`config.mk`:
```
export PLATFORM = sky130hd
export DESIGN_NAME = lwb_baseband
export DESIGN_NICKNAME = d
export VERILOG_FILES = /design/src/lwb_pkg.sv /design/src/lwb_baseband.sv
export VERILOG_INCLUDE_DIRS = /design/src /design/src/src
export SDC_FILE = /design/constraint.sdc
export NUM_CORES = 2
export LEC_CHECK = 0
export BUFFER_PORTS_ARGS = -buffer_cell sky130_fd_sc_hd__buf_2
export CAP_MARGIN = 0
export CORE_MARGIN = 5
export CORE_UTILIZATION = 24
export CTS_BUF_LIST = sky130_fd_sc_hd__clkbuf_16
export CTS_CLUSTER_DIAMETER = 150
export DETAILED_ROUTE_END_ITERATION = 10
export GPL_TIMING_DRIVEN = 0
export PLACE_DENSITY = 0.47
export SLEW_MARGIN = 10
export SYNTH_ARGS = -nofsm -noshare
export SYNTH_HDL_FRONTEND = slang
export SYNTH_SLANG_ARGS = --single-unit
```
`constraint.sdc`:
```
create_clock -name core_clk -period 48.8 [get_ports core_clk]
set_clock_uncertainty 0.15 [all_clocks]
set_input_delay 9.76 -clock core_clk [delete_from_list [all_inputs] [get_ports core_clk]]
set_output_delay 9.76 -clock core_clk [all_outputs]
set_load 0.05 [all_outputs]
```
`src/lwb_defs.svh`:
```
`ifndef LWB_DEFS_SVH
`define LWB_DEFS_SVH
// ==========================================================
// Frame store, spreading and timing constants
`define LWB_FIFO_DEPTH 8'h80
`define LWB_SEQ0 32'h744A_C39B
`define LWB_ODD_MASK 32'hAAAA_AAAA
`define LWB_SYNC_THR 6'h1C
`define LWB_SFD_LO 4'h7
`define LWB_SFD_HI 4'hA
`define LWB_PRE_SYMS 4'h8
`define LWB_CRC_POLY 16'h8408
`define LWB_CCA_THR 8'h20
`define LWB_AGC_HI 8'h60
`define LWB_AGC_LO 8'h10
`define LWB_CLK_NS 100
`define LWB_CHIP_NS 500
`define LWB_CHIP_CYC ((`LWB_CHIP_NS + `LWB_CLK_NS - 1) / `LWB_CLK_NS)
`endif

```
`src/lwb_pkg.sv`:
```
`default_nettype none
// ==========================================================
// Shared types
package lwb_pkg;
    typedef struct packed {
        logic valid;
        logic [7:0] i;
        logic [7:0] q;
    } lwb_iq_t;
    typedef struct packed {
        logic rd;
        logic wr;
        logic [7:0] wdata;
        logic tx_start;
        logic ovf_clr;
    } lwb_port_req_t;
    typedef struct packed {
        logic [7:0] rdata;
        logic [7:0] rx_cnt;
        logic [7:0] tx_cnt;
        logic rx_ovf;
        logic crc_ok;
        logic tx_busy;
    } lwb_port_rsp_t;
    typedef struct packed {
        logic strobe;
        logic i_chip;
        logic q_chip;
    } lwb_dac_t;
    typedef enum logic [5:0] {
        LWB_RX_HUNT = 6'h01, LWB_RX_PRE = 6'h02, LWB_RX_SFD = 6'h04,
        LWB_RX_LEN = 6'h08, LWB_RX_DATA = 6'h10, LWB_RX_APP = 6'h20
    } lwb_rx_st_t;
    typedef enum logic [2:0] {
        LWB_TX_IDLE = 3'h1, LWB_TX_PRE = 3'h2, LWB_TX_DATA = 3'h4
    } lwb_tx_st_t;
endpackage : lwb_pkg
`default_nettype wire

```
`src/lwb_baseband.sv`:
```
`include "lwb_defs.svh"
`default_nettype none
module lwb_baseband
    import lwb_pkg::*;
(
    input wire logic core_clk,
    input wire logic rst,
    input wire logic rx_en,
    input wire lwb_iq_t adc_iq,
    input wire lwb_port_req_t special_function_register_port_req,
    output lwb_port_rsp_t special_function_register_port_rsp,
    output lwb_dac_t dac_out,
    output logic sfd_irq,
    output logic cca_irq,
    output logic cca_clear
);
    // ==========================================================
    // Helpers
    function automatic logic [31:0] lwb_seq(input logic [3:0] s);
        logic [63:0] d;
        logic [31:0] r;
        d = {`LWB_SEQ0, `LWB_SEQ0} << {s[2:0], 2'b00};
        r = d[63:32];
        return s[3] ? (r ^ `LWB_ODD_MASK) : r;
    endfunction : lwb_seq
    function automatic logic [5:0] lwb_corr(input logic [31:0] w, input logic [3:0] s);
        logic [31:0] m;
        logic [5:0] n;
        m = ~(w ^ lwb_seq(s));
        n = 6'h00;
        for (int k = 0; k < 32; k++) n = n + {5'h00, m[k]};
        return n;
    endfunction : lwb_corr
    function automatic logic [8:0] lwb_abs(input logic [8:0] v);
        return v[8] ? 9'(-v) : v;
    endfunction : lwb_abs

    // ==========================================================
    // Receive front end: filter, gain, energy, chip slicing
    logic [7:0] prev_i_r, prev_q_r, level, cor_best, rdata_r;
    logic [8:0] fi, fq;
    logic [9:0] mag;
    logic [11:0] scaled;
    logic [1:0] gain_r;
    logic phase_r, chip, tick, sym_done, byte_done, half_r, drop_r, ovf_r, crc_ok_r;
    logic [31:0] win_r, win_nxt;
    logic [3:0] best_sym, lo_r;
    logic [5:0] best_cor;
    logic [4:0] chip_cnt_r;
    always_comb
    begin
        fi = 9'({adc_iq.i[7], adc_iq.i}) + 9'({prev_i_r[7], prev_i_r});
        fq = 9'({adc_iq.q[7], adc_iq.q}) + 9'({prev_q_r[7], prev_q_r});
        mag = {1'b0, lwb_abs(fi)} + {1'b0, lwb_abs(fq)};
        scaled = {2'b00, mag} << gain_r;
        level = (|scaled[11:10]) ? 8'hFF : scaled[9:2];
        tick = adc_iq.valid & rx_en;
        chip = phase_r ? ~fq[8] : ~fi[8];
        win_nxt = {chip, win_r[31:1]};
    end
    // Sample history and chip phase
    always_ff @(posedge core_clk or posedge rst)
    begin
        if (rst)
        begin
            prev_i_r <= 8'h00;
            prev_q_r <= 8'h00;
            phase_r <= 1'b0;
            win_r <= 32'h0000_0000;
        end
        else if (tick)
        begin
            prev_i_r <= adc_iq.i;
            prev_q_r <= adc_iq.q;
            phase_r <= ~phase_r;
            win_r <= win_nxt;
        end
    end
    // Automatic gain control
    always_ff @(posedge core_clk or posedge rst)
    begin
        if (rst)
            gain_r <= 2'h0;
        else if (tick && level > `LWB_AGC_HI && gain_r != 2'h0)
            gain_r <= gain_r - 2'h1;
        else if (tick && level < `LWB_AGC_LO && gain_r != 2'h3)
            gain_r <= gain_r + 2'h1;
    end
    // Channel clear assessment and its event
    always_ff @(posedge core_clk or posedge rst)
    begin
        if (rst)
        begin
            cca_clear <= 1'b0;
            cca_irq <= 1'b0;
        end
        else
        begin
            cca_irq <= 1'b0;
            if (tick && ((level < `LWB_CCA_THR) != cca_clear))
            begin
                cca_clear <= level < `LWB_CCA_THR;
                cca_irq <= 1'b1;
            end
        end
    end
    // Despreading against all sixteen sequences
    always_comb
    begin
        best_sym = 4'h0;
        best_cor = lwb_corr(win_nxt, 4'h0);
        for (int s = 1; s < 16; s++)
            if (lwb_corr(win_nxt, 4'(s)) > best_cor)
            begin
                best_cor = lwb_corr(win_nxt, 4'(s));
                best_sym = 4'(s);
            end
    end

    // ==========================================================
    // Receive frame sequencer
    lwb_rx_st_t rx_st_r;
    logic [6:0] rem_r;
    logic [7:0] rx_byte, peak_r, fifo_wdata;
    logic [15:0] crc_r;
    logic app_sel_r, fifo_we;
    assign sym_done = tick && chip_cnt_r == 5'h1F && rx_st_r != LWB_RX_HUNT;
    assign byte_done = sym_done && half_r && (rx_st_r == LWB_RX_LEN || rx_st_r == LWB_RX_DATA);
    assign rx_byte = {best_sym, lo_r};
    always_ff @(posedge core_clk or posedge rst)
    begin
        if (rst)
        begin
            rx_st_r <= LWB_RX_HUNT;
            chip_cnt_r <= 5'h00;
            half_r <= 1'b0;
            lo_r <= 4'h0;
            rem_r <= 7'h00;
            app_sel_r <= 1'b0;
            sfd_irq <= 1'b0;
        end
        else
        begin
            sfd_irq <= 1'b0;
            if (tick)
                chip_cnt_r <= chip_cnt_r + 5'h01;
            if (sym_done)
            begin
                half_r <= ~half_r;
                lo_r <= best_sym;
            end
            if (!rx_en)
                rx_st_r <= LWB_RX_HUNT;
            else
            case (rx_st_r)
                LWB_RX_HUNT:
                    if (tick && lwb_corr(win_nxt, 4'h0) >= `LWB_SYNC_THR)
                    begin
                        rx_st_r <= LWB_RX_PRE;
                        chip_cnt_r <= 5'h00;
                    end
                LWB_RX_PRE:
                    if (sym_done && best_sym == `LWB_SFD_LO)
                        rx_st_r <= LWB_RX_SFD;
                    else if (sym_done && best_sym != 4'h0)
                        rx_st_r <= LWB_RX_HUNT;
                LWB_RX_SFD:
                    if (sym_done)
                    begin
                        rx_st_r <= (best_sym == `LWB_SFD_HI) ? LWB_RX_LEN : LWB_RX_HUNT;
                        sfd_irq <= best_sym == `LWB_SFD_HI;
                        half_r <= 1'b0;
                    end
                LWB_RX_LEN:
                    if (byte_done)
                    begin
                        rem_r <= rx_byte[6:0];
                        rx_st_r <= (rx_byte[6:0] == 7'h00) ? LWB_RX_APP : LWB_RX_DATA;
                    end
                LWB_RX_DATA:
                    if (byte_done)
                    begin
                        rem_r <= rem_r - 7'h01;
                        if (rem_r == 7'h01)
                            rx_st_r <= LWB_RX_APP;
                    end
                LWB_RX_APP:
                begin
                    app_sel_r <= ~app_sel_r;
                    if (app_sel_r)
                        rx_st_r <= LWB_RX_HUNT;
                end
                default: rx_st_r <= LWB_RX_HUNT;
            endcase
        end
    end
    // Frame CRC, peak level and last correlation
    always_ff @(posedge core_clk or posedge rst)
    begin
        if (rst)
        begin
            crc_r <= 16'h0000;
            peak_r <= 8'h00;
            cor_best <= 8'h00;
            crc_ok_r <= 1'b0;
        end
        else
        begin
            if (sfd_irq)
            begin
                crc_r <= 16'h0000;
                peak_r <= 8'h00;
            end
            else if (byte_done && rx_st_r == LWB_RX_DATA)
            begin
                crc_r <= crc_byte(crc_r, rx_byte);
            end
            if (tick && rx_st_r != LWB_RX_HUNT && level > peak_r)
                peak_r <= level;
            if (sym_done)
                cor_best <= {2'b00, best_cor};
            if (rx_st_r == LWB_RX_APP && !app_sel_r)
                crc_ok_r <= crc_r == 16'h0000;
        end
    end
    function automatic logic [15:0] crc_byte(input logic [15:0] c, input logic [7:0] d);
        logic [15:0] x;
        x = c;
        for (int k = 0; k < 8; k++)
            x = (x >> 1) ^ ((x[0] ^ d[k]) ? `LWB_CRC_POLY : 16'h0000);
        return x;
    endfunction : crc_byte
    // Bytes offered to the receive FIFO
    always_comb
    begin
        fifo_we = byte_done || rx_st_r == LWB_RX_APP;
        if (rx_st_r == LWB_RX_APP)
            fifo_wdata = app_sel_r ? {(crc_r == 16'h0000), cor_best[6:0]} : peak_r;
        else
            fifo_wdata = rx_byte;
    end

    // ==========================================================
    // Receive and transmit FIFOs
    logic [7:0] rx_mem [0:127];
    logic [7:0] tx_mem [0:127];
    logic [6:0] rx_wp_r, rx_rp_r, tx_wp_r, tx_rp_r;
    logic [7:0] rx_cnt_r, tx_cnt_r;
    logic rx_push, rx_pop, tx_push, tx_pop;
    assign rx_push = fifo_we && !drop_r && rx_cnt_r != `LWB_FIFO_DEPTH;
    assign rx_pop = special_function_register_port_req.rd && rx_cnt_r != 8'h00;
    assign tx_push = special_function_register_port_req.wr && tx_cnt_r != `LWB_FIFO_DEPTH;
    always_ff @(posedge core_clk)
    begin
        if (rx_push)
            rx_mem[rx_wp_r] <= fifo_wdata;
        if (tx_push)
            tx_mem[tx_wp_r] <= special_function_register_port_req.wdata;
    end
    // Pointers, counts, read data and overflow
    always_ff @(posedge core_clk or posedge rst)
    begin
        if (rst)
        begin
            rx_wp_r <= 7'h00;
            rx_rp_r <= 7'h00;
            tx_wp_r <= 7'h00;
            tx_rp_r <= 7'h00;
            rx_cnt_r <= 8'h00;
            tx_cnt_r <= 8'h00;
            rdata_r <= 8'h00;
            drop_r <= 1'b0;
            ovf_r <= 1'b0;
        end
        else
        begin
            rx_wp_r <= rx_wp_r + 7'(rx_push);
            rx_rp_r <= rx_rp_r + 7'(rx_pop);
            rx_cnt_r <= rx_cnt_r + 8'(rx_push) - 8'(rx_pop);
            tx_wp_r <= tx_wp_r + 7'(tx_push);
            tx_rp_r <= tx_rp_r + 7'(tx_pop);
            tx_cnt_r <= tx_cnt_r + 8'(tx_push) - 8'(tx_pop);
            if (rx_pop)
                rdata_r <= rx_mem[rx_rp_r];
            if (sfd_irq)
                drop_r <= 1'b0;
            else if (fifo_we && rx_cnt_r == `LWB_FIFO_DEPTH)
                drop_r <= 1'b1;
            if (fifo_we && !drop_r && rx_cnt_r == `LWB_FIFO_DEPTH)
                ovf_r <= 1'b1;
            else if (special_function_register_port_req.ovf_clr)
                ovf_r <= 1'b0;
        end
    end

    // ==========================================================
    // Transmitter: preamble, delimiter, spreading
    lwb_tx_st_t tx_st_r;
    logic [2:0] div_r;
    logic [4:0] tx_chip_r;
    logic [3:0] pre_idx_r, tx_sym;
    logic [31:0] tx_word;
    logic tx_half_r, chip_tick, sym_end;
    assign chip_tick = tx_st_r != LWB_TX_IDLE && div_r == 3'(`LWB_CHIP_CYC - 1);
    assign sym_end = chip_tick && tx_chip_r == 5'h1F;
    assign tx_pop = sym_end && tx_st_r == LWB_TX_DATA && tx_half_r;
    // Chip pattern of the symbol on air
    assign tx_word = lwb_seq(tx_sym);
    always_comb
    begin
        if (tx_st_r == LWB_TX_DATA)
            tx_sym = tx_half_r ? tx_mem[tx_rp_r][7:4] : tx_mem[tx_rp_r][3:0];
        else if (pre_idx_r < `LWB_PRE_SYMS)
            tx_sym = 4'h0;
        else
            tx_sym = (pre_idx_r == `LWB_PRE_SYMS) ? `LWB_SFD_LO : `LWB_SFD_HI;
    end
    always_ff @(posedge core_clk or posedge rst)
    begin
        if (rst)
        begin
            tx_st_r <= LWB_TX_IDLE;
            div_r <= 3'h0;
            tx_chip_r <= 5'h00;
            pre_idx_r <= 4'h0;
            tx_half_r <= 1'b0;
            dac_out <= '0;
        end
        else
        begin
            dac_out.strobe <= chip_tick;
            if (chip_tick)
            begin
                if (tx_chip_r[0])
                    dac_out.q_chip <= tx_word[tx_chip_r];
                else
                    dac_out.i_chip <= tx_word[tx_chip_r];
                tx_chip_r <= tx_chip_r + 5'h01;
            end
            div_r <= chip_tick || tx_st_r == LWB_TX_IDLE ? 3'h0 : div_r + 3'h1;
            case (tx_st_r)
                LWB_TX_IDLE:
                    if (special_function_register_port_req.tx_start && tx_cnt_r != 8'h00)
                    begin
                        tx_st_r <= LWB_TX_PRE;
                        pre_idx_r <= 4'h0;
                        tx_chip_r <= 5'h00;
                        tx_half_r <= 1'b0;
                    end
                LWB_TX_PRE:
                    if (sym_end)
                    begin
                        pre_idx_r <= pre_idx_r + 4'h1;
                        if (pre_idx_r == `LWB_PRE_SYMS + 4'h1)
                            tx_st_r <= LWB_TX_DATA;
                    end
                LWB_TX_DATA:
                    if (sym_end)
                    begin
                        tx_half_r <= ~tx_half_r;
                        if (tx_half_r && tx_cnt_r == 8'h01)
                            tx_st_r <= LWB_TX_IDLE;
                    end
                default: tx_st_r <= LWB_TX_IDLE;
            endcase
        end
    end

    // ==========================================================
    // Port status
    assign special_function_register_port_rsp = '{rdata: rdata_r, rx_cnt: rx_cnt_r, tx_cnt: tx_cnt_r,
        rx_ovf: ovf_r, crc_ok: crc_ok_r, tx_busy: tx_st_r != LWB_TX_IDLE};
endmodule : lwb_baseband
`default_nettype wire

```
==> run metrics <==
status complete, no violations; Die Y 673.8 microns; FFs w/ async S/R, synth 0.08120; Synth area leaders edfxtp_1 58%, mux4_2 14%, fa_1 6.2%; Avg Cell Area, Syn between 15 and 20 sq um; GP Congestion 0.8365; Slew HR 0.06825; grt met2 use 0.2332; H-tree lvl count 5; root buf cell clkbuf_16; row count 243; DP HPWL roughly 220 mm; final wirelength 320.9 mm; Post-Place Worst Slack -1457 ps; setup repair after global routing missed its margin no; Setup CP Type in -> reg; average vias per placed instance 4.577; cell mode on critical path ha_1; Yosys Warn Count 0; CORE AREA 438400 sq um; CTS Buf Count roughly 260; die area 454000 sq um; first-pass GRT wire length 455.8 mm; Final WS setup 2414 ps; # setup viols final 0; grt peak-use layer met2; CP Capture Type register; crit-path max FO 32; Synth top area share 0.5815; Clock Tree Buf Depth 4; critical path's largest stage delay 830 ps; Initial DRT Pass Iterations 6; FF+latch count, synth between 2000 and 2500; drc violations 0; WP data arrival 46810 ps; Die W 673.8 microns; Syn Nets 6814; Post-CTS Hold Buffers 0; initial antenna violation count 25; hold slack final 329.9 ps; PortBufs 64; layout cells sized above 1 0.2004; Clk Latency, worst-skew pair 930 ps; Layout Area Growth over Synthesis 16.72%; library cells used by synthesis 117; Mapped Cells 6200; Max Freq 21.56 MHz; CTS tree yes; CP max stage cell fa_2; Inst Count DP between 10000 and 15000; Top FF cell, synth edfxtp_1; Final nets 7198; Worst Hold Class reg -> reg; Final TNS setup 0 ps; via count slightly below 60000; Reg clk slew, reported paths 50 ps; worst slew pin tran 1398 ps; gr usage total 0.1382; initial drt markers 5631; mapped cell area between 100000 and 150000 sq um; Post-synth EDFFs 2048; max-slew violation count 0; vias in the first global route 60180; max-cap violations 0; Tmin final about 46000 ps; DR WL/cell 25.29 microns; Synth area leader edfxtp_1; gr ovfl total 0; Hold Fails Final Rpt 0; CP startpoint kind input pin; Worst Path Required 49220 ps; Post-DRT Antenna Nets 0; I/O Pins 65; largest net degree at the start of global routing between 90 and 100; GR Util met3 0.02031; Non-Filler Instances approximately 13000; Starting Density 0.2412; global routing usage on met1 0.1843; # clock sinks 2229; Tcrit/Tclk final 0.9505; register area share after synthesis 0.6244
cell usage in the layout (no fill, tap or decap), types with 179 or more instances in the layout:
| cell | n |
|---|---|
| fa_1 | 328 |
| clkbuf_16 | 272 |
| a21oi_1 | 184 |
| inv_1 | 518 |
| nor2_1 | 438 |
| mux4_2 | 677 |
| ha_1 | 253 |
| dfrtp_1 | 179 |
| nand2_1 | 294 |
| edfxtp_1 | 2048 |
logic make-up after synthesis:
group | Yosys count | synth area share
flip-flops | 2229 | 0.6244
AND/OR/NAND/NOR | 1054 | 0.04550
multiplexers | 765 | 0.1530
buffers and inverters | 702 | 0.02522
AO/OA/AOI/OAI | 659 | 0.04139
adder cells (fa/ha/maj) | 594 | 0.09335
XOR/XNOR | 197 | 0.01717
flip-flops by register name (all words and copies together), names as in the netlist, 8 cells and up:
name	cells
crc_r	16
peak_r	8
prev_i_r	8
prev_q_r	8
rdata_r	8
rx_cnt_r	8
rx_mem	1024
tx_cnt_r	8
tx_mem	1024
win_r	31
worst paths after layout:
kind,from,end,slack (ps),cells after the start
max,adc_iq[0],rx_mem[61][6],2410,158
min,prev_q_r[0],prev_q_r[0],330,2
min reg2reg,prev_q_r[0],prev_q_r[0],330,2
max in group asynchronous,rst,rx_cnt_r[5],38540,3
max reg2reg,prev_i_r[0],rx_mem[61][6],11060,157
min in group asynchronous,rst,tx_cnt_r[5],8880,2
stage by stage:
stage               utilization  cell area (sq um)
global placement         0.2587             113400
detailed placement       0.2618             114800
finish                   0.2815             123400
floorplan                     -             105800
CTS                      0.2810             123200
global route             0.2815             123400
synth_stat cells (42+ instances only):
cell type,n
edfxtp_1,2048
dfrtp_1,179
buf_1,70
mux4_2,677
o21ai_0,142
nor2b_1,42
a21o_1,57
nor2_1,441
xor2_1,78
nand2_1,294
ha_1,253
nand3_1,67
a21oi_1,189
clkbuf_1,154
xnor2_1,112
mux2i_1,57
fa_1,329
inv_1,463
area by class of cell:
cell class / instances / area [sq um]
Antenna cell: 18 / 45.04
Buffer: 236 / 1018
Clock buffer: 272 / 6807
Clock inverter: 201 / 1620
Fill cell: 43735 / 315000
Inverter: 466 / 1757
Multi-Input combinational cell: 3269 / 37270
Sequential cell: 2229 / 66030
Tap cell: 5880 / 7357
Timing Repair Buffer: 119 / 1526
critical path, delay by kind of cell:
| family | cells | cell delay, ps |
|---|---|---|
| mux | 12 | 3920 |
| xor+xnor | 1 | 380 |
| fa+ha+maj | 26 | 9090 |
| compound gates | 50 | 11450 |
| buf+inv | 27 | 4170 |
| simple gates | 42 | 7840 |
timing repair:
item | 4_1_cts | 5_1_grt
setup buffers | 0 | 8
resized for setup | 2 | 24
pin swaps | 0 | 2
setup endpoints to repair | 200 | 544
routing by layer:
| layer | vias up | part of all wire |
|---|---|---|
| li1 | 24730 | - |
| met1 | 31167 | 0.43 |
| met2 | 1725 | 0.49 |
| met3 | 456 | 0.051 |
| met4 | 0 | 0.030 |
| met5 | - | 0 |
Power is not shown: default switching activity piles up to over one toggle a cycle in this logic, so the estimate is an artifact.
